--- src/phd_pkg.sv ---
// Package for the privileged handler dispatch controller
package phd_pkg;

    // ------------------------------------------------------------
    // Address widths and entry layout
    // ------------------------------------------------------------
    localparam int PC_W       = 34;
    localparam int OFS_W      = 14;
    localparam int BASE_LO    = 14;
    localparam int BASE_W     = 20;
    localparam int FUNC_W     = 8;
    localparam int INSTR_STEP = 4;

    // Handler entry offsets
    localparam logic [13:0] OFS_RESET   = 14'h0000;
    localparam logic [13:0] OFS_MCHK    = 14'h0020;
    localparam logic [13:0] OFS_ARITH   = 14'h0060;
    localparam logic [13:0] OFS_INTR    = 14'h00e0;
    localparam logic [13:0] OFS_DFAULT  = 14'h01e0;
    localparam logic [13:0] OFS_ITBMISS = 14'h03e0;
    localparam logic [13:0] OFS_DTBNAT  = 14'h08e0;
    localparam logic [13:0] OFS_DTBPRV  = 14'h09e0;
    localparam logic [13:0] OFS_UNALIGN = 14'h11e0;
    localparam logic [13:0] OFS_ILLEGAL_OPCODE_TRAP  = 14'h13e0;
    localparam logic [13:0] OFS_CALLPRV = 14'h2000;
    localparam logic [13:0] OFS_CALLUSR = 14'h3000;
    localparam int          CALL_SHIFT  = 6;

    // ------------------------------------------------------------
    // Register map of the plain register port
    // ------------------------------------------------------------
    localparam logic [3:0] REG_BASE   = 4'h0;
    localparam logic [3:0] REG_RETADR = 4'h1;
    localparam logic [3:0] REG_STATUS = 4'h2;
    localparam logic [3:0] REG_IRQ_ST = 4'h3;
    localparam logic [3:0] REG_IRQ_EN = 4'h4;
    localparam logic [3:0] REG_IRQ_CL = 4'h5;
    localparam logic [PC_W-1:0] BASE_RST = 34'h0;
    localparam int IRQ_W = 3;
    localparam int IRQ_ENTRY = 0;
    localparam int IRQ_RET   = 1;
    localparam int IRQ_ILLEG = 2;

    // Event request bundle from pipeline and sources
    typedef struct packed {
        logic       mchk;
        logic       arith;
        logic       intr;
        logic       dfault;
        logic       unalign;
        logic       dtb_miss;
        logic       itb_miss;
        logic       rsvd_op;
        logic       call;
        logic [7:0] call_func;
        logic       kernel;
        logic       ipr_rd;
        logic       ipr_wr;
        logic       phys_ld;
        logic       phys_st;
        logic       ret;
    } phd_evt_t;

    typedef enum logic [1:0] {
        ST_RUN   = 2'b00,
        ST_DRAIN = 2'b01,
        ST_SAVE  = 2'b10
    } phd_state_t;
endpackage

--- src/phd_dispatch.sv ---
// Privileged handler mode controller with entry dispatch and return
//
// Contract
// - Drain pipeline before dispatching any handler; the reset entry is fetched at boot with no drain
// - Hardware saves PC in return address
// - Entry is base plus fixed offset
// - Handler mode: no mapping, no interrupts
// - Privileged instructions outside mode raise trap
// - Return jumps to saved return address
// - Return bit0 clear resumes native mode
// - Reset enters mode until native return
// - Hardware errors dispatch to their handler
// - Interrupts dispatch to interrupt handler
// - TB misses dispatch to fill handler
// - Handler call saves PC plus four
// - Entry offset low, base high; base resets zero
// - Highest priority cause wins, reset first
`timescale 1ns/100ps
module phd_dispatch
    import phd_pkg::*;
(
    input  wire logic            clk_sys,
    input  wire logic            reset_n,
    input  wire phd_evt_t        evt,
    input  wire logic [PC_W-1:0] cur_pc,
    input  wire logic            pipe_empty,
    output logic                 drain_req_q,
    output logic                 fetch_load_q,
    output logic [PC_W-1:0]      fetch_pc_q,
    output logic                 handler_mode_q,
    output logic                 map_enable_q,
    output logic                 intr_enable_q,
    output logic                 illegal_opcode_trap_q,
    input  wire logic [3:0]      reg_addr,
    input  wire logic [31:0]     reg_wdata,
    input  wire logic            reg_wr,
    input  wire logic            reg_rd,
    output logic [31:0]          reg_rdata_q,
    output logic                 irq_q
);

    // ------------------------------------------------------------
    // State
    // ------------------------------------------------------------
    phd_state_t            state_q, state_d;
    logic [PC_W-1:0]       handler_base_address_q;
    logic [PC_W-1:0]       exception_return_address_q;
    logic [OFS_W-1:0]      ofs_q;
    logic                  call_q;
    logic                  boot_q;
    logic [IRQ_W-1:0]      irq_st_q;
    logic [IRQ_W-1:0]      irq_en_q;

    // Entry address builder
    function automatic logic [PC_W-1:0] entry_pc(
        input logic [PC_W-1:0]  base,
        input logic [OFS_W-1:0] ofs);
        entry_pc = {base[PC_W-1:BASE_LO], ofs};
    endfunction

    // ------------------------------------------------------------
    // Privilege check and cause selection
    // ------------------------------------------------------------
    wire priv_op   = evt.ipr_rd | evt.ipr_wr | evt.phys_ld
                   | evt.phys_st | evt.ret;
    wire illeg     = priv_op & ~handler_mode_q;
    wire call_prv  = evt.call_func[7:6] == 2'b00;
    wire call_usr  = evt.call_func[7:6] == 2'b10;
    wire call_ok   = (call_prv & evt.kernel) | call_usr;
    wire [OFS_W-1:0] call_ofs =
        (call_prv ? OFS_CALLPRV : OFS_CALLUSR)
        | (OFS_W'(evt.call_func[5:0]) << CALL_SHIFT);
    wire intr_take = evt.intr & ~handler_mode_q;
    wire do_ret    = evt.ret & handler_mode_q;

    // Fixed priority, highest first
    logic            cause_any;
    logic [OFS_W-1:0] cause_ofs;
    always_comb begin
        cause_any = 1'b1;
        cause_ofs = OFS_RESET;
        if (evt.mchk) begin
            cause_ofs = OFS_MCHK;
        end else if (evt.arith) begin
            cause_ofs = OFS_ARITH;
        end else if (intr_take) begin
            cause_ofs = OFS_INTR;
        end else if (evt.dfault) begin
            cause_ofs = evt.unalign ? OFS_UNALIGN : OFS_DFAULT;
        end else if (evt.dtb_miss) begin
            cause_ofs = handler_mode_q ? OFS_DTBPRV : OFS_DTBNAT;
        end else if (evt.unalign) begin
            cause_ofs = OFS_UNALIGN;
        end else if (evt.itb_miss) begin
            cause_ofs = OFS_ITBMISS;
        end else if (evt.call & call_ok) begin
            cause_ofs = call_ofs;
        end else if (evt.rsvd_op | illeg | evt.call) begin
            cause_ofs = OFS_ILLEGAL_OPCODE_TRAP;
        end else begin
            cause_any = 1'b0;
        end
    end

    wire is_call = evt.call & call_ok & ~(evt.mchk | evt.arith
                 | intr_take | evt.dfault | evt.dtb_miss
                 | evt.unalign | evt.itb_miss);

    // ------------------------------------------------------------
    // Sequencer: run, drain, then save and dispatch
    // ------------------------------------------------------------
    always_comb begin
        state_d = state_q;
        unique case (state_q)
            ST_RUN: begin
                if (cause_any) begin
                    state_d = ST_DRAIN;
                end
            end
            ST_DRAIN: begin
                if (pipe_empty) begin
                    state_d = ST_SAVE;
                end
            end
            ST_SAVE: begin
                state_d = ST_RUN;
            end
            default: begin
                state_d = ST_RUN;
            end
        endcase
    end

    wire run_take  = state_q == ST_RUN && cause_any;
    wire run_ret   = state_q == ST_RUN && !cause_any && do_ret;
    wire save_now  = state_q == ST_SAVE;
    wire [PC_W-1:0] save_pc =
        call_q ? cur_pc + PC_W'(INSTR_STEP) : cur_pc;

    // State, cause latch and boot dispatch
    always_ff @(posedge clk_sys or negedge reset_n) begin
        if (!reset_n) begin
            state_q <= ST_RUN;
            ofs_q   <= OFS_RESET;
            call_q  <= 1'b0;
            boot_q  <= 1'b1;
        end else begin
            state_q <= state_d;
            boot_q  <= 1'b0;
            if (run_take) begin
                ofs_q  <= cause_ofs;
                call_q <= is_call;
            end
        end
    end

    // Fetch redirect and drain request
    always_ff @(posedge clk_sys or negedge reset_n) begin
        if (!reset_n) begin
            drain_req_q  <= 1'b0;
            fetch_load_q <= 1'b0;
            fetch_pc_q   <= '0;
        end else begin
            drain_req_q  <= state_d == ST_DRAIN;
            fetch_load_q <= save_now | run_ret | boot_q;
            if (boot_q) begin
                fetch_pc_q <= entry_pc(handler_base_address_q,
                                       OFS_RESET);
            end else if (save_now) begin
                fetch_pc_q <= entry_pc(handler_base_address_q, ofs_q);
            end else if (run_ret) begin
                fetch_pc_q <= exception_return_address_q;
            end
        end
    end

    // Mode flag and its derived enables
    always_ff @(posedge clk_sys or negedge reset_n) begin
        if (!reset_n) begin
            handler_mode_q <= 1'b1;
            map_enable_q   <= 1'b0;
            intr_enable_q  <= 1'b0;
        end else if (save_now) begin
            handler_mode_q <= 1'b1;
            map_enable_q   <= 1'b0;
            intr_enable_q  <= 1'b0;
        end else if (run_ret) begin
            // Bit 0 clear leaves the mode, set keeps it
            handler_mode_q <= exception_return_address_q[0];
            map_enable_q   <= ~exception_return_address_q[0];
            intr_enable_q  <= ~exception_return_address_q[0];
        end
    end

    // Illegal opcode pulse
    always_ff @(posedge clk_sys or negedge reset_n) begin
        if (!reset_n) begin
            illegal_opcode_trap_q <= 1'b0;
        end else begin
            illegal_opcode_trap_q <= run_take & illeg;
        end
    end

    // ------------------------------------------------------------
    // Registers
    // ------------------------------------------------------------
    wire wr_base = reg_wr && reg_addr == REG_BASE && handler_mode_q;
    wire wr_ret  = reg_wr && reg_addr == REG_RETADR && handler_mode_q;
    wire wr_en   = reg_wr && reg_addr == REG_IRQ_EN;
    wire wr_clr  = reg_wr && reg_addr == REG_IRQ_CL;

    // Base and return address; hardware save beats software write
    always_ff @(posedge clk_sys or negedge reset_n) begin
        if (!reset_n) begin
            handler_base_address_q     <= BASE_RST;
            exception_return_address_q <= '0;
        end else begin
            if (wr_base) begin
                handler_base_address_q <=
                    {reg_wdata[BASE_W-1:0], {BASE_LO{1'b0}}};
            end
            if (save_now) begin
                exception_return_address_q <= save_pc;
            end else if (wr_ret) begin
                exception_return_address_q <=
                    {2'b00, reg_wdata};
            end
        end
    end

    // Sticky status: set wins over clear
    wire [IRQ_W-1:0] irq_set;
    assign irq_set[IRQ_ENTRY] = save_now;
    assign irq_set[IRQ_RET]   = run_ret;
    assign irq_set[IRQ_ILLEG] = run_take & illeg;

    always_ff @(posedge clk_sys or negedge reset_n) begin
        if (!reset_n) begin
            irq_st_q <= '0;
            irq_en_q <= '0;
            irq_q    <= 1'b0;
        end else begin
            irq_st_q <= (irq_st_q & ~(wr_clr ? reg_wdata[IRQ_W-1:0]
                                             : '0)) | irq_set;
            if (wr_en) begin
                irq_en_q <= reg_wdata[IRQ_W-1:0];
            end
            irq_q <= |((irq_st_q | irq_set) & irq_en_q);
        end
    end

    // Read data, one cycle after the strobe
    logic [31:0] rd_mux;
    always_comb begin
        rd_mux = 32'h0;
        unique case (reg_addr)
            REG_BASE:   rd_mux = {12'h000,
                                  handler_base_address_q[PC_W-1:BASE_LO]};
            REG_RETADR: rd_mux = exception_return_address_q[31:0];
            REG_STATUS: rd_mux = {28'h0, illegal_opcode_trap_q,
                                  intr_enable_q, map_enable_q,
                                  handler_mode_q};
            REG_IRQ_ST: rd_mux = {29'h0, irq_st_q};
            REG_IRQ_EN: rd_mux = {29'h0, irq_en_q};
            default:    rd_mux = 32'h0;
        endcase
    end

    always_ff @(posedge clk_sys or negedge reset_n) begin
        if (!reset_n) begin
            reg_rdata_q <= 32'h0;
        end else begin
            reg_rdata_q <= reg_rd ? rd_mux : 32'h0;
        end
    end
endmodule

--- config.mk ---
export PLATFORM = sky130hd
export DESIGN_NAME = phd_dispatch
export DESIGN_NICKNAME = d
export VERILOG_FILES = /design/src/phd_pkg.sv /design/src/phd_dispatch.sv
export SDC_FILE = /design/constraint.sdc
export NUM_CORES = 1
export LEC_CHECK = 0
export ABC_AREA = 1
export BUFFER_PORTS_ARGS = -buffer_cell sky130_fd_sc_hd__buf_2
export CAP_MARGIN = 20
export CORE_UTILIZATION = 55
export CTS_BUF_LIST = sky130_fd_sc_hd__clkbuf_16
export CTS_CLUSTER_SIZE = 14
export DETAILED_ROUTE_END_ITERATION = 8
export PLACE_DENSITY = 0.81
export SLEW_MARGIN = 10
export SYNTH_ARGS = -nofsm -noshare
export SYNTH_HDL_FRONTEND = slang
export SYNTH_SLANG_ARGS = --single-unit
export TNS_END_PERCENT = 1
--- constraint.sdc ---
create_clock -name clk_sys -period 2.1 [get_ports clk_sys]
set_input_delay 0.105 -clock clk_sys [delete_from_list [all_inputs] [get_ports clk_sys]]
set_output_delay 0.105 -clock clk_sys [all_outputs]
set_load 0.1 [all_outputs]
==> results by group, run 1 <==
Clock tree
  – CTS tree: yes
  – CTS max path bufs: 2
  – Total CTS buffers: 17
  – Postcts setup bufs: 0
  – Clk_lat worst skew: ~430 ps
  – CTS H-tree depth: 4
  – CTS root buffer: clkbuf_16
  – Sink Count: around 150
  – CTS clk-pin slew, worst paths: 60 ps

Setup path
  – Critical path's top delay family: simple AND/OR/NAND/NOR gates
  – CP max-delay cell: dfstp_2
  – CP Data Arrival Time: ~2300 ps
  – Crit-path max FO: 30
  – Cell mode on critical path: nand2_1
  – Worst endpoint required time: ~2500 ps
  – Critical Path End Type: register
  – Startpoint types: register
  – Worst-path cell chain: inv_2, nand2_2, nand3_4, nor2_8, nand3_2, nand2_1, buf_4, nand2_1, nand2_1
  – Slowest cell delay on critical path: around 550 ps
  – Critical path buffers and inverters: 2
  – Critical setup path kind: reg -> reg

Yosys
  – Synthesized Nets: between 1000 and 1500
  – Post-Syn Instances: around 970
  – Warnings, synthesis: 0
  – Count of different cell masters after synthesis: 42
  – Avg Cell Area, Syn: approximately 7.8 um^2
  – Seq/Total Area, Yosys: 48.4%
  – Register bit total from synthesis: approximately 150
  – Mapped cell area: between 7000 and 8000 um^2

STA
  – Post-route clock period utilization: roughly 93%
  – Measured slew at the worst slew-check pin: 621 ps
  – Slew Limit Headroom: about 60%
  – Setup Viol. Count Final: 0
  – F_max: 511 MHz
  – Skew final: 5.99 ps
  – Post-route setup TNS: 0 ps
  – Hold Fails Final Rpt: 0
  – Tmin final: around 2000 ps
  – Unrepaired setup endpoints after global routing: no
  – Fin. max-slew vios: 0

Detailed routing
  – Total wire length: roughly 22000 um
  – Vias per cell: roughly 5.4
  – Final ANT Viol Nets: 0
  – Drt pass-1 iters: 5
  – Initial DRC count: 753
  – WL/cell: 16.1 um
  – Vias after detailed routing: 7370
  – DRC: 0

Layout
  – Post-synthesis to final-layout area growth: 25.3%
  – Most common cell after layout, fill and taps aside: nand2_1
  – Commonest cells after routing, fill and taps aside: 307 x nand2_1, 169 x buf_2, 143 x dfrtp_1, 105 x inv_1, 74 x nand3_1
  – Fin nets: about 1300
  – Share of cells above drive strength 1: between 20% and 30%
  – Final Non-Filler Cells: 1355

GRT
  – Grt total ovfl: 0
  – Antenna violations before repair: 2
  – Total GRT Usage: approximately 33%
  – First-pass GRT wire length: between 30000 and 40000 um
  – Largest net degree at the start of global routing: 58
  – Vias in the first global route: a little under 7000

Place
  – IO buf count: 170
  – Half-perimeter wire length after detailed placement: 15500 um
  – Placed cell count: about 1300
  – GPL Wtd Cong: slightly below 0.9

Die
  – Core area: approximately 13000 um^2
  – Die X: ~120 um
  – Die Y: 119 um
  – Initial Util: a little under three fifths
  – Die area: around 14000 um^2
  – I/O pin count: 171
  – Core Rows: 42

Flow run
  – Max cap viols: 0

Worst hold path
  – Worst hold path class: in -> reg

Power and ir drop
  – Leakage power: roughly 5.0 nW
  – Max IR drop VDD: roughly 0.84 mV
  – P per Cell Area: about 1200 nW/um^2

Outcome
  – Status: finished, final reports clean
-- worst paths after layout --
| path | start | to | slack, ps | depth (start not counted) |
|---|---|---|---|---|
| max | handler_mode_q | fetch_pc_q[26] | 140 | 9 |
| min | evt[21] | ofs_q[6] | 9 | 4 |
| max reg2reg | handler_mode_q | fetch_pc_q[26] | 140 | 9 |
| min reg2reg | ofs_q[6] | ofs_q[6] | 490 | 2 |
| max in group asynchronous | reset_n | handler_mode_q | 1250 | 3 |
| min in group asynchronous | reset_n | fetch_load_q | 150 | 2 |
-- repair_timing --
action	CTS	global route
endpoints found under the setup margin	0	0
hold endpoints to repair	145	0
hold buffers	29	0
gates resized for setup	0	0
-- metal layers --
metal | wire length, um | global-route usage, % | share of wire, % | vias up
li1 | - | - | - | 3512
met1 | 9260 | 43.9 | 42 | 3449
met2 | 10100 | 50.3 | 46 | 340
met3 | 1680 | 8.09 | 7.7 | 69
met4 | 798 | 13.9 | 3.6 | 0
met5 | 0 | 0 | 0 | -
-- synth_stat cells, drive strengths merged --
cell	number	share of area, %
clkbuf	15	0.75
xor2	8	0.93
buf	26	2.1
nor3	19	1.5
mux2	6	0.90
nor2	79	5.0
dfstp	2	0.70
nand4	19	1.7
a211oi	8	0.80
nand2	316	16
o221ai	6	0.70
xnor2	6	0.70
o21ai	66	4.4
a21oi	36	2.4
o21bai	4	0.40
nand3	79	5.7
ha	1	0.17
nor3b	1	0.10
dfrtp	143	48
conb	1	0.050
a21o	2	0.20
nand3b	3	0.30
inv	108	5.4
o211ai	3	0.30
a32o	1	0.13
a31oi	1	0.083
o22ai	9	0.75
-- worst reg2reg max path, stage by stage (launching register included) --
cell	delay [ps]
dfstp_2	550
inv_2	90
nand2_2	110
nand3_4	100
nor2_8	160
nand3_2	230
nand2_1	110
buf_4	320
nand2_1	140
nand2_1	80
-- power breakdown --
group          total [mW]  switching (mW)  internal [mW]  leakage [nW]
Clock                2.91            1.18           1.73         0.268
Combinational        4.60            3.59           1.01          2.86
Sequential           4.14           0.563           3.58          1.86
Total                11.7            5.34           6.32          4.99
-- layout make-up --
class | count | area, um^2
inverter | 108 | 405
multi-input combinational | 674 | 3260
tap | 176 | 220
antenna | 2 | 5.00
clock inverter | 15 | 146
clock buffer | 17 | 425
fill | 1046 | 3890
sequential | 145 | 3630
timing repair buffer | 218 | 1320
-- state kept, by name, indices dropped and copies added (netlist names), 2 cells and up --
| register | flops |
|---|---|
| handler_base_address_q | 20 |
| exception_return_address_q | 34 |
| fetch_pc_q | 34 |
| irq_st_q | 3 |
| irq_en_q | 3 |
| reg_rdata_q | 32 |
| ofs_q | 9 |
| state_q | 2 |
-- cells by family (layout without fill, tap and decap cells) --
kind of cell	Yosys count	in the layout	synth area share, %
XOR/XNOR	14	14	1.63
other	1	3	0.0500
AND/OR/NAND/NOR	516	516	30.5
AO/OA/AOI/OAI	136	136	10.2
buffers and inverters	149	358	8.27
multiplexers	6	6	0.900
flip-flops	145	145	48.4
adder cells (fa/ha/maj)	1	1	0.167
-- through the flow --
stage	total power [mW]	area (um^2)	worst slack [ps]	hold slack (ps)	util, %
5_1_grt	12.2	9410	8.81	16.0	70.8
2_1_floorplan	7.52	7510	110	-191	-
3_3_place_gp	8.56	8540	293	52.8	64.2
4_1_cts	11.6	9400	182	3.30	70.7
6_report	11.7	9410	142	8.84	70.8
3_5_place_dp	8.63	8540	217	48.3	64.2
No activity file was read; power rests on OpenSTA's default activity.
==> run 2, diff against run 1 <==
ABC_AREA = 0   (was 1)
CORE_MARGIN = 5   (was default)
CORE_UTILIZATION = 54   (was 55)
==> run 2 against run 1 <==
Synthesized cell count is 33% lower. Non-clock buffer count up 16. Clock power increased by 8.6%. Highest routed layer unchanged. Worst setup slack lost 76 ps. Core utilization rose by 1.7 points. Global-route usage is 4.1 points lower. Largest power group is now registers. Critical path type unchanged.
==> results by group, run 2 <==
Detailed routing
  – DRC: 0 (unchanged)
  – Vias per cell: 5.91 (was 5.44)
  – WL/cell: 20.3 um (was 16.1 um)
  – Final ANT Viol Nets: 0 (unchanged)
  – Post-Route M1 WL: 8320 um (was 9260 um)
  – Met2 WL post-DR: 10500 um (was 10100 um)
  – Total wire length: 21400 um (was 21900 um)
  – Initial DRC count: 656 (was 753)
  – Met3 wire length: 1880 um (was 1680 um)
  – Vias after detailed routing: 6218 (was 7370)
  – Drt pass-1 iters: 7 (was 5)
  – DR top layer: met4 (unchanged)

Setup path
  – Critical path's top delay family: flip-flops (was simple AND/OR/NAND/NOR gates)
  – R2r startpoint: handler_mode_q (unchanged)
  – Critical setup path kind: reg -> reg (unchanged)
  – Slowest cell delay on critical path: 660 ps (was 550 ps)
  – Worst-path cell chain: nand2b_4, nor4b_4, nand4_1, buf_6, buf_6, buf_12, mux2i_1, o21ai_0 (was inv_2, nand2_2, nand3_4, nor2_8, nand3_2, nand2_1, buf_4, nand2_1, nand2_1)
  – Critical Path End Type: register (unchanged)
  – Critical path buffers and inverters: 3 (was 2)
  – R2r endpoint: fetch_pc_q[29] (was fetch_pc_q[26])
  – CP Data Arrival Time: 2310 ps (was 2320 ps)
  – Worst R2R Path Depth: 8 (was 9)
  – Startpoint types: register (unchanged)
  – CP max-delay cell: dfstp_4 (was dfstp_2)
  – Reg2Reg Setup Slack: 70 ps (was 140 ps)
  – Crit-path max FO: 10 (was 30)
  – Worst endpoint required time: 2370 ps (was 2460 ps)
  – Cell mode on critical path: buf_6 (was nand2_1)

Clock tree
  – CTS root buffer: clkbuf_16 (unchanged)
  – Total CTS buffers: 17 (unchanged)
  – Sink Count: 145 (unchanged)
  – CTS max path bufs: 2 (unchanged)
  – CTS clk-pin slew, worst paths: 60 ps (about the same)
  – CTS H-tree depth: 4 (unchanged)
  – CTS tree: yes (unchanged)
  – Clk_lat worst skew: 420 ps (was 430 ps)

Die
  – Die Y: 123 um (was 119 um)
  – Core area: 12600 um^2 (was 13300 um^2)
  – Core Rows: 41 (was 42)
  – Initial Util: 54.7% (was 56.5%)
  – Die area: 15100 um^2 (was 14100 um^2)
  – I/O pin count: 171 (unchanged)
  – Die X: 123 um (was 119 um)

Yosys
  – Area share of the largest cell type after synthesis: 52.0% (was 47.7%)
  – Register bit total from synthesis: 145 (unchanged)
  – Synth top cells by count: 143 x dfrtp_1, 72 x nand2_1, 60 x nor2_1 (was 307 x nand2_1, 143 x dfrtp_1, 104 x inv_1)
  – Synth area leaders: dfrtp_1 52%, mux2_2 7.5%, mux2i_1 6.7% (was dfrtp_1 48%, nand2_1 15%, inv_1 5.2%)
  – Seq/Total Area, Yosys: 52.8% (was 48.4%)
  – Mapped cell area: 6880 um^2 (was 7510 um^2)
  – Synth area leader: dfrtp_1 (unchanged)
  – Count of different cell masters after synthesis: 47 (was 42)
  – Warnings, synthesis: 0 (unchanged)
  – Top FF cell, synth: dfrtp_1 (unchanged)
  – Post-Syn Instances: 652 (was 968)
  – Number of synthesized flops with an enable pin: 0 (unchanged)
  – Post-synth ARST share: 100% (unchanged)
  – Most numerous cell in the Yosys netlist: dfrtp_1 (was nand2_1)
  – Synthesized Nets: 751 (was 1067)
  – Avg Cell Area, Syn: 10.6 um^2 (was 7.76 um^2)

Layout
  – Commonest cells after routing, fill and taps aside: 168 x buf_2, 143 x dfrtp_1, 72 x nand2_1, 60 x nor2_1, 48 x o21ai_0 (was 307 x nand2_1, 169 x buf_2, 143 x dfrtp_1, 105 x inv_1, 74 x nand3_1)
  – Filler cells: 853 (was 1046)
  – Fin nets: 965 (was 1263)
  – Post-synthesis to final-layout area growth: 32.4% (was 25.3%)
  – Storage cell area: 3630 um^2 (about the same)
  – Biggest registers after layout: exception_return_address_q: 34 flops, fetch_pc_q: 34 flops, reg_rdata_q: 32 flops (unchanged)
  – Multi-input combinational cell area: 3110 um^2 (was 3260 um^2)
  – Most common cell after layout, fill and taps aside: buf_2 (was nand2_1)
  – Final Non-Filler Cells: 1052 (was 1355)
  – Share of cells above drive strength 1: 33.3% (was 22.2%)

STA
  – Tmin final: 2030 ps (was 1960 ps)
  – Setup Viol. Count Final: 0 (unchanged)
  – F_max: 492 MHz (was 511 MHz)
  – Fin. max-slew vios: 0 (unchanged)
  – Slew Limit Headroom: 44.9% (was 58.4%)
  – Post-route clock period utilization: 96.9% (was 93.2%)
  – Hold Fails Final Rpt: 0 (unchanged)
  – Skew final: 9.01 ps (was 5.99 ps)
  – Unrepaired setup endpoints after global routing: yes (was no)
  – Measured slew at the worst slew-check pin: 816 ps (was 621 ps)

Power and ir drop
  – Overall power: 11.2 mW (was 11.7 mW)
  – Leakage power: 4.63 nW (was 4.99 nW)
  – P per Cell Area: 1230 nW/um^2 (was 1240 nW/um^2)
  – Max IR drop VDD: 0.618 mV (was 0.844 mV)

GRT
  – Largest net degree at the start of global routing: 61 (was 58)
  – Antenna violations before repair: 0 (was 2)
  – Total GRT Usage: 28.5% (was 32.6%)
  – Vias in the first global route: 6235 (was 6893)
  – First-pass GRT wire length: 32900 um (was 35000 um)
  – Grt total ovfl: 0 (unchanged)

Place
  – IO buf count: 170 (unchanged)
  – GPL Wtd Cong: 0.906 (was 0.881)
  – Placed cell count: 980 (was 1292)
  – Half-perimeter wire length after detailed placement: 14500 um (was 15500 um)

Worst hold path
  – Worst hold path class: in -> reg (unchanged)
  – Hold path endpoint: exception_return_address_q[9] (was ofs_q[6])
  – Worst hold path stage count: 3 (was 4)
  – Hold Startpoint: cur_pc[9] (was evt[21])

Outcome
  – Status: finished, final reports clean (unchanged)

Flow run
  – Max cap viols: 0 (unchanged)
run 2: changes by cell type in the layout (fill, tap and decap cells not counted), moves of 9 or more:
cell,delta
inv_1,-102
a22oi_1,+16
buf_4,+9
mux2_2,+40
xor2_1,+18
o22ai_1,-9
and3_1,+19
nand3_1,-59
a21oi_1,-22
nand2_1,-235
mux2i_1,+45
o21ai_0,-16
run 2: cells by family (layout without fill, tap and decap cells):
family / Yosys count / count (layout) / synth area share, %
AO/OA/AOI/OAI: 113 / 113 / 10.1
XOR/XNOR: 31 / 31 / 3.95
adder cells (fa/ha/maj): 1 / 1 / 0.182
buffers and inverters: 41 / 268 / 2.60
flip-flops: 145 / 145 / 52.8
multiplexers: 92 / 92 / 14.2
other: 1 / 2 / 0.0545
AND/OR/NAND/NOR: 228 / 228 / 16.1
run 2: timing repair:
| action | 4_1_cts | 5_1_grt |
|---|---|---|
| setup endpoints to repair | 0 | 26 |
| hold buffers | 29 | 0 |
| buffers inserted | 0 | 7 |
| resized for setup | 0 | 18 |
| endpoints found under the hold margin | 87 | 0 |
run 2: through the flow:
| step | setup TNS, ps | setup slack (ps) | utilization, % | hold slack (ps) | area, um^2 |
|---|---|---|---|---|---|
| after floorplan | -649 | -34.5 | - | -191 | 6910 |
| after global placement | 0 | 126 | 64.0 | 126 | 8040 |
| after detailed placement | 0 | 9.42 | 64.0 | 112 | 8040 |
| after CTS | 0 | 21.1 | 71.2 | 16.9 | 8950 |
| after global routing | -373 | -80.5 | 72.4 | 34.4 | 9100 |
| final | 0 | 65.8 | 72.5 | 22.6 | 9110 |
run 2: routing by layer:
layer / global-route usage [%] / up-vias
met2: 46.3 / 354
li1: - / 2764
met5: 0 / -
met4: 11.5 / 0
met1: 36.3 / 3042
met3: 7.65 / 58
run 2: layout make-up:
class,count,area share (%)
Clock buffer,17,4.67
Clock inverter,15,2.13
Sequential cell,145,39.9
Inverter,2,0.0824
Multi-Input combinational cell,466,34.2
Antenna cell,1,0.0275
Timing Repair Buffer,234,16.6
Tap cell,172,2.36
run 2: how the worst max path moves through the flow:
stage / startpoint / endpoint / slack [ps] / depth (start not counted)
detailed placement: evt[16] / fetch_pc_q[6] / 9 / 7
CTS: evt[19] / fetch_pc_q[6] / 20 / 8
global placement: evt[16] / fetch_pc_q[7] / 130 / 7
floorplan: handler_mode_q / fetch_pc_q[0] / -30 / 8
finish: handler_mode_q / fetch_pc_q[29] / 70 / 8
global route: handler_mode_q / fetch_pc_q[29] / -80 / 8
run 2: tightest hold or removal path, stage by stage:
cell	delay, ps
buf_2	110
xor2_1	60
o21ai_0	130
run 2: report_power, final:
group / internal, mW / switching, mW
Clock: 1.98 / 1.18
Combinational: 1.03 / 2.73
Sequential: 3.55 / 0.689
Total: 6.56 / 4.61
==> run 3, diff against run 2 <==
CELL_PAD_IN_SITES_DETAIL_PLACEMENT = 1   (was default)
CELL_PAD_IN_SITES_GLOBAL_PLACEMENT = 2   (was default)
CORE_UTILIZATION = 33   (was 54)
GPL_ROUTABILITY_DRIVEN = 1   (was default)
PLACE_DENSITY = default   (was 0.81)
PLACE_DENSITY_LB_ADDON = 0.1   (was default)
==> run 3 against run 2 <==
Wire length grew 6.0%. Highest routed layer unchanged. Final cell count grew 9.0%. Largest cell class unchanged. Power shrank 2.8%. Sequential cell count is the same. Critical endpoint is now fetch_pc_q[33].
==> results by group, run 3 (synthesis results as in run 2) <==
Die
  – I/O pin count: 171 (unchanged)
  – Die X: 154 um (was 123 um)
  – Die area: 23800 um^2 (was 15100 um^2)
  – Core area: 20400 um^2 (was 12600 um^2)
  – Die Y: 154 um (was 123 um)
  – Initial Util: 33.8% (was 54.7%)
  – Core Rows: 52 (was 41)

Setup path
  – Crit-path max FO: 19 (was 10)
  – CP max-delay cell: dlygate4sd3_1 (was dfstp_4)
  – Worst endpoint required time: 2370 ps (about the same)
  – Slowest cell delay on critical path: 530 ps (was 660 ps)
  – Critical path buffers and inverters: 4 (was 3)
  – R2r startpoint: handler_mode_q (unchanged)
  – Critical path's top delay family: buffers and inverters (was flip-flops)
  – Critical Path End Type: register (unchanged)
  – Worst-path cell chain: dlygate4sd3_1, buf_2, or4_4, nor4b_4, nand4_1, buf_4, buf_12, mux2i_1, o21ai_0 (was nand2b_4, nor4b_4, nand4_1, buf_6, buf_6, buf_12, mux2i_1, o21ai_0)
  – Critical setup path kind: in -> reg (was reg -> reg)
  – Worst setup startpoint: evt[19] (was handler_mode_q)
  – CP Data Arrival Time: 2340 ps (was 2310 ps)
  – Startpoint types: input pin (was register)

STA
  – Fin. max-slew vios: 0 (unchanged)
  – Setup Viol. Count Final: 0 (unchanged)
  – Tmin final: 2060 ps (was 2030 ps)
  – Post-route clock period utilization: 98.3% (was 96.9%)
  – Final worst slack: 35.1 ps (was 65.8 ps)
  – Skew final: 9.44 ps (was 9.01 ps)
  – Hold Fails Final Rpt: 0 (unchanged)
  – Unrepaired setup endpoints after global routing: yes (unchanged)
  – Measured slew at the worst slew-check pin: 569 ps (was 816 ps)
  – Slew Limit Headroom: 61.8% (was 44.9%)
  – F_max: 484 MHz (was 492 MHz)

Layout
  – Multi-input combinational cell area: 3110 um^2 (about the same)
  – Post-synthesis to final-layout area growth: 33.0% (was 32.4%)
  – Diodes inserted: 0 (was 1)
  – Share of cells above drive strength 1: 33.2% (was 33.3%)
  – Most common cell after layout, fill and taps aside: buf_2 (unchanged)
  – Fin nets: 963 (was 965)
  – Storage cell area: 3630 um^2 (unchanged)
  – Commonest cells after routing, fill and taps aside: 169 x buf_2, 143 x dfrtp_1, 72 x nand2_1, 60 x nor2_1, 53 x o21ai_0 (was 168 x buf_2, 143 x dfrtp_1, 72 x nand2_1, 60 x nor2_1, 48 x o21ai_0)
  – Post-route cell area: 9150 um^2 (was 9110 um^2)
  – Filler cells: 2270 (was 853)
  – Biggest registers after layout: exception_return_address_q: 34 flops, fetch_pc_q: 34 flops, reg_rdata_q: 32 flops (unchanged)

Detailed routing
  – Vias per cell: 5.05 (was 5.91)
  – Final ANT Viol Nets: 0 (unchanged)
  – Vias after detailed routing: 5788 (was 6218)
  – Drt pass-1 iters: 4 (was 7)
  – Total wire length: 22700 um (was 21400 um)
  – Initial DRC count: 237 (was 656)
  – WL/cell: 19.8 um (was 20.3 um)
  – DRC: 0 (unchanged)

GRT
  – Vias in the first global route: 6345 (was 6235)
  – First-pass GRT wire length: 35000 um (was 32900 um)
  – Grt total ovfl: 0 (unchanged)
  – Total GRT Usage: 18.6% (was 28.5%)
  – Antenna violations before repair: 0 (unchanged)
  – Largest net degree at the start of global routing: 51 (was 61)

Clock tree
  – Total CTS buffers: 17 (unchanged)
  – CTS root buffer: clkbuf_16 (unchanged)
  – CTS H-tree depth: 4 (unchanged)
  – Clk_lat worst skew: 420 ps (about the same)
  – Sink Count: 145 (unchanged)
  – CTS tree: yes (unchanged)
  – CTS max path bufs: 2 (unchanged)
  – CTS clk-pin slew, worst paths: 60 ps (about the same)

Flow run
  – Max cap viols: 0 (unchanged)

Place
  – DP Worst Slack: 47.7 ps (was 9.42 ps)
  – Half-perimeter wire length after detailed placement: 16500 um (was 14500 um)
  – IO buf count: 170 (unchanged)
  – GPL Wtd Cong: 0.815 (was 0.906)
  – Post-DP Area: 8210 um^2 (was 8040 um^2)

Worst hold path
  – Worst hold path class: in -> reg (unchanged)
  – Hold Startpoint: evt[17] (was cur_pc[9])

Power and ir drop
  – Max IR drop VDD: 0.550 mV (was 0.618 mV)
  – Leakage power: 4.59 nW (was 4.63 nW)
  – P per Cell Area: 1190 nW/um^2 (was 1230 nW/um^2)

Outcome
  – Status: finished, final reports clean (unchanged)
## run 3: path summary, 6_finish.rpt
kind	end	slack, ps	cells past startpoint
max in group asynchronous	exception_return_address_q[12]	1120	3
hold reg to reg	ofs_q[6]	500	2
min in group asynchronous	reg_rdata_q[30]	210	2
hold / removal	ofs_q[11]	20	3
setup / recovery	fetch_pc_q[33]	40	9
setup reg to reg	fetch_pc_q[33]	50	7
## run 3: worst reg2reg max path, stage by stage, from the launching register on
cell	delay, ps
dfstp_4	660
nand2b_4	160
nor4b_4	220
nand4_1	230
buf_4	230
buf_12	170
mux2i_1	150
o21ai_0	100
## run 3: cell type report
cell class | count | area share, %
clock inverter | 15 | 1.65
inverter | 2 | 0.0820
tap | 270 | 3.69
multi-input combinational | 466 | 34.0
sequential | 145 | 39.7
clock buffer | 17 | 4.65
timing repair buffer | 232 | 16.2
## run 3: per-stage QoR
step	std cells	power, mW	setup TNS [ps]	util (%)	hold WS (ps)
2_1_floorplan	652	6.81	-649	-	-191
3_3_place_gp	1080	7.84	0	40.3	90.8
3_5_place_dp	1080	7.93	0	40.3	97.5
4_1_cts	1142	11.0	0	44.6	1.54
5_1_grt	1147	11.4	-1080	44.9	23.6
6_report	1147	10.8	0	44.9	19.9
## run 3: metal layers
| metal | track usage [%] | vias up | share of wire [%] |
|---|---|---|---|
| met5 | 0 | - | 0 |
| met4 | 5.26 | 0 | 1.3 |
| met3 | 3.19 | 18 | 3.5 |
| met2 | 32.5 | 104 | 52 |
| met1 | 23.7 | 2910 | 44 |
| li1 | - | 2756 | - |
## run 3: where the power goes
part | internal [mW] | switching (mW)
Sequential | 3.55 | 0.626
Clock | 1.67 | 1.30
Combinational | 1.04 | 2.67
## run 3: repair_timing
| action | in CTS | in global routing |
|---|---|---|
| gates resized for setup | 0 | 6 |
| hold buffers | 30 | 0 |
| buffers inserted | 0 | 3 |
| endpoints found under the hold margin | 82 | 0 |
| endpoints found under the setup margin | 0 | 15 |
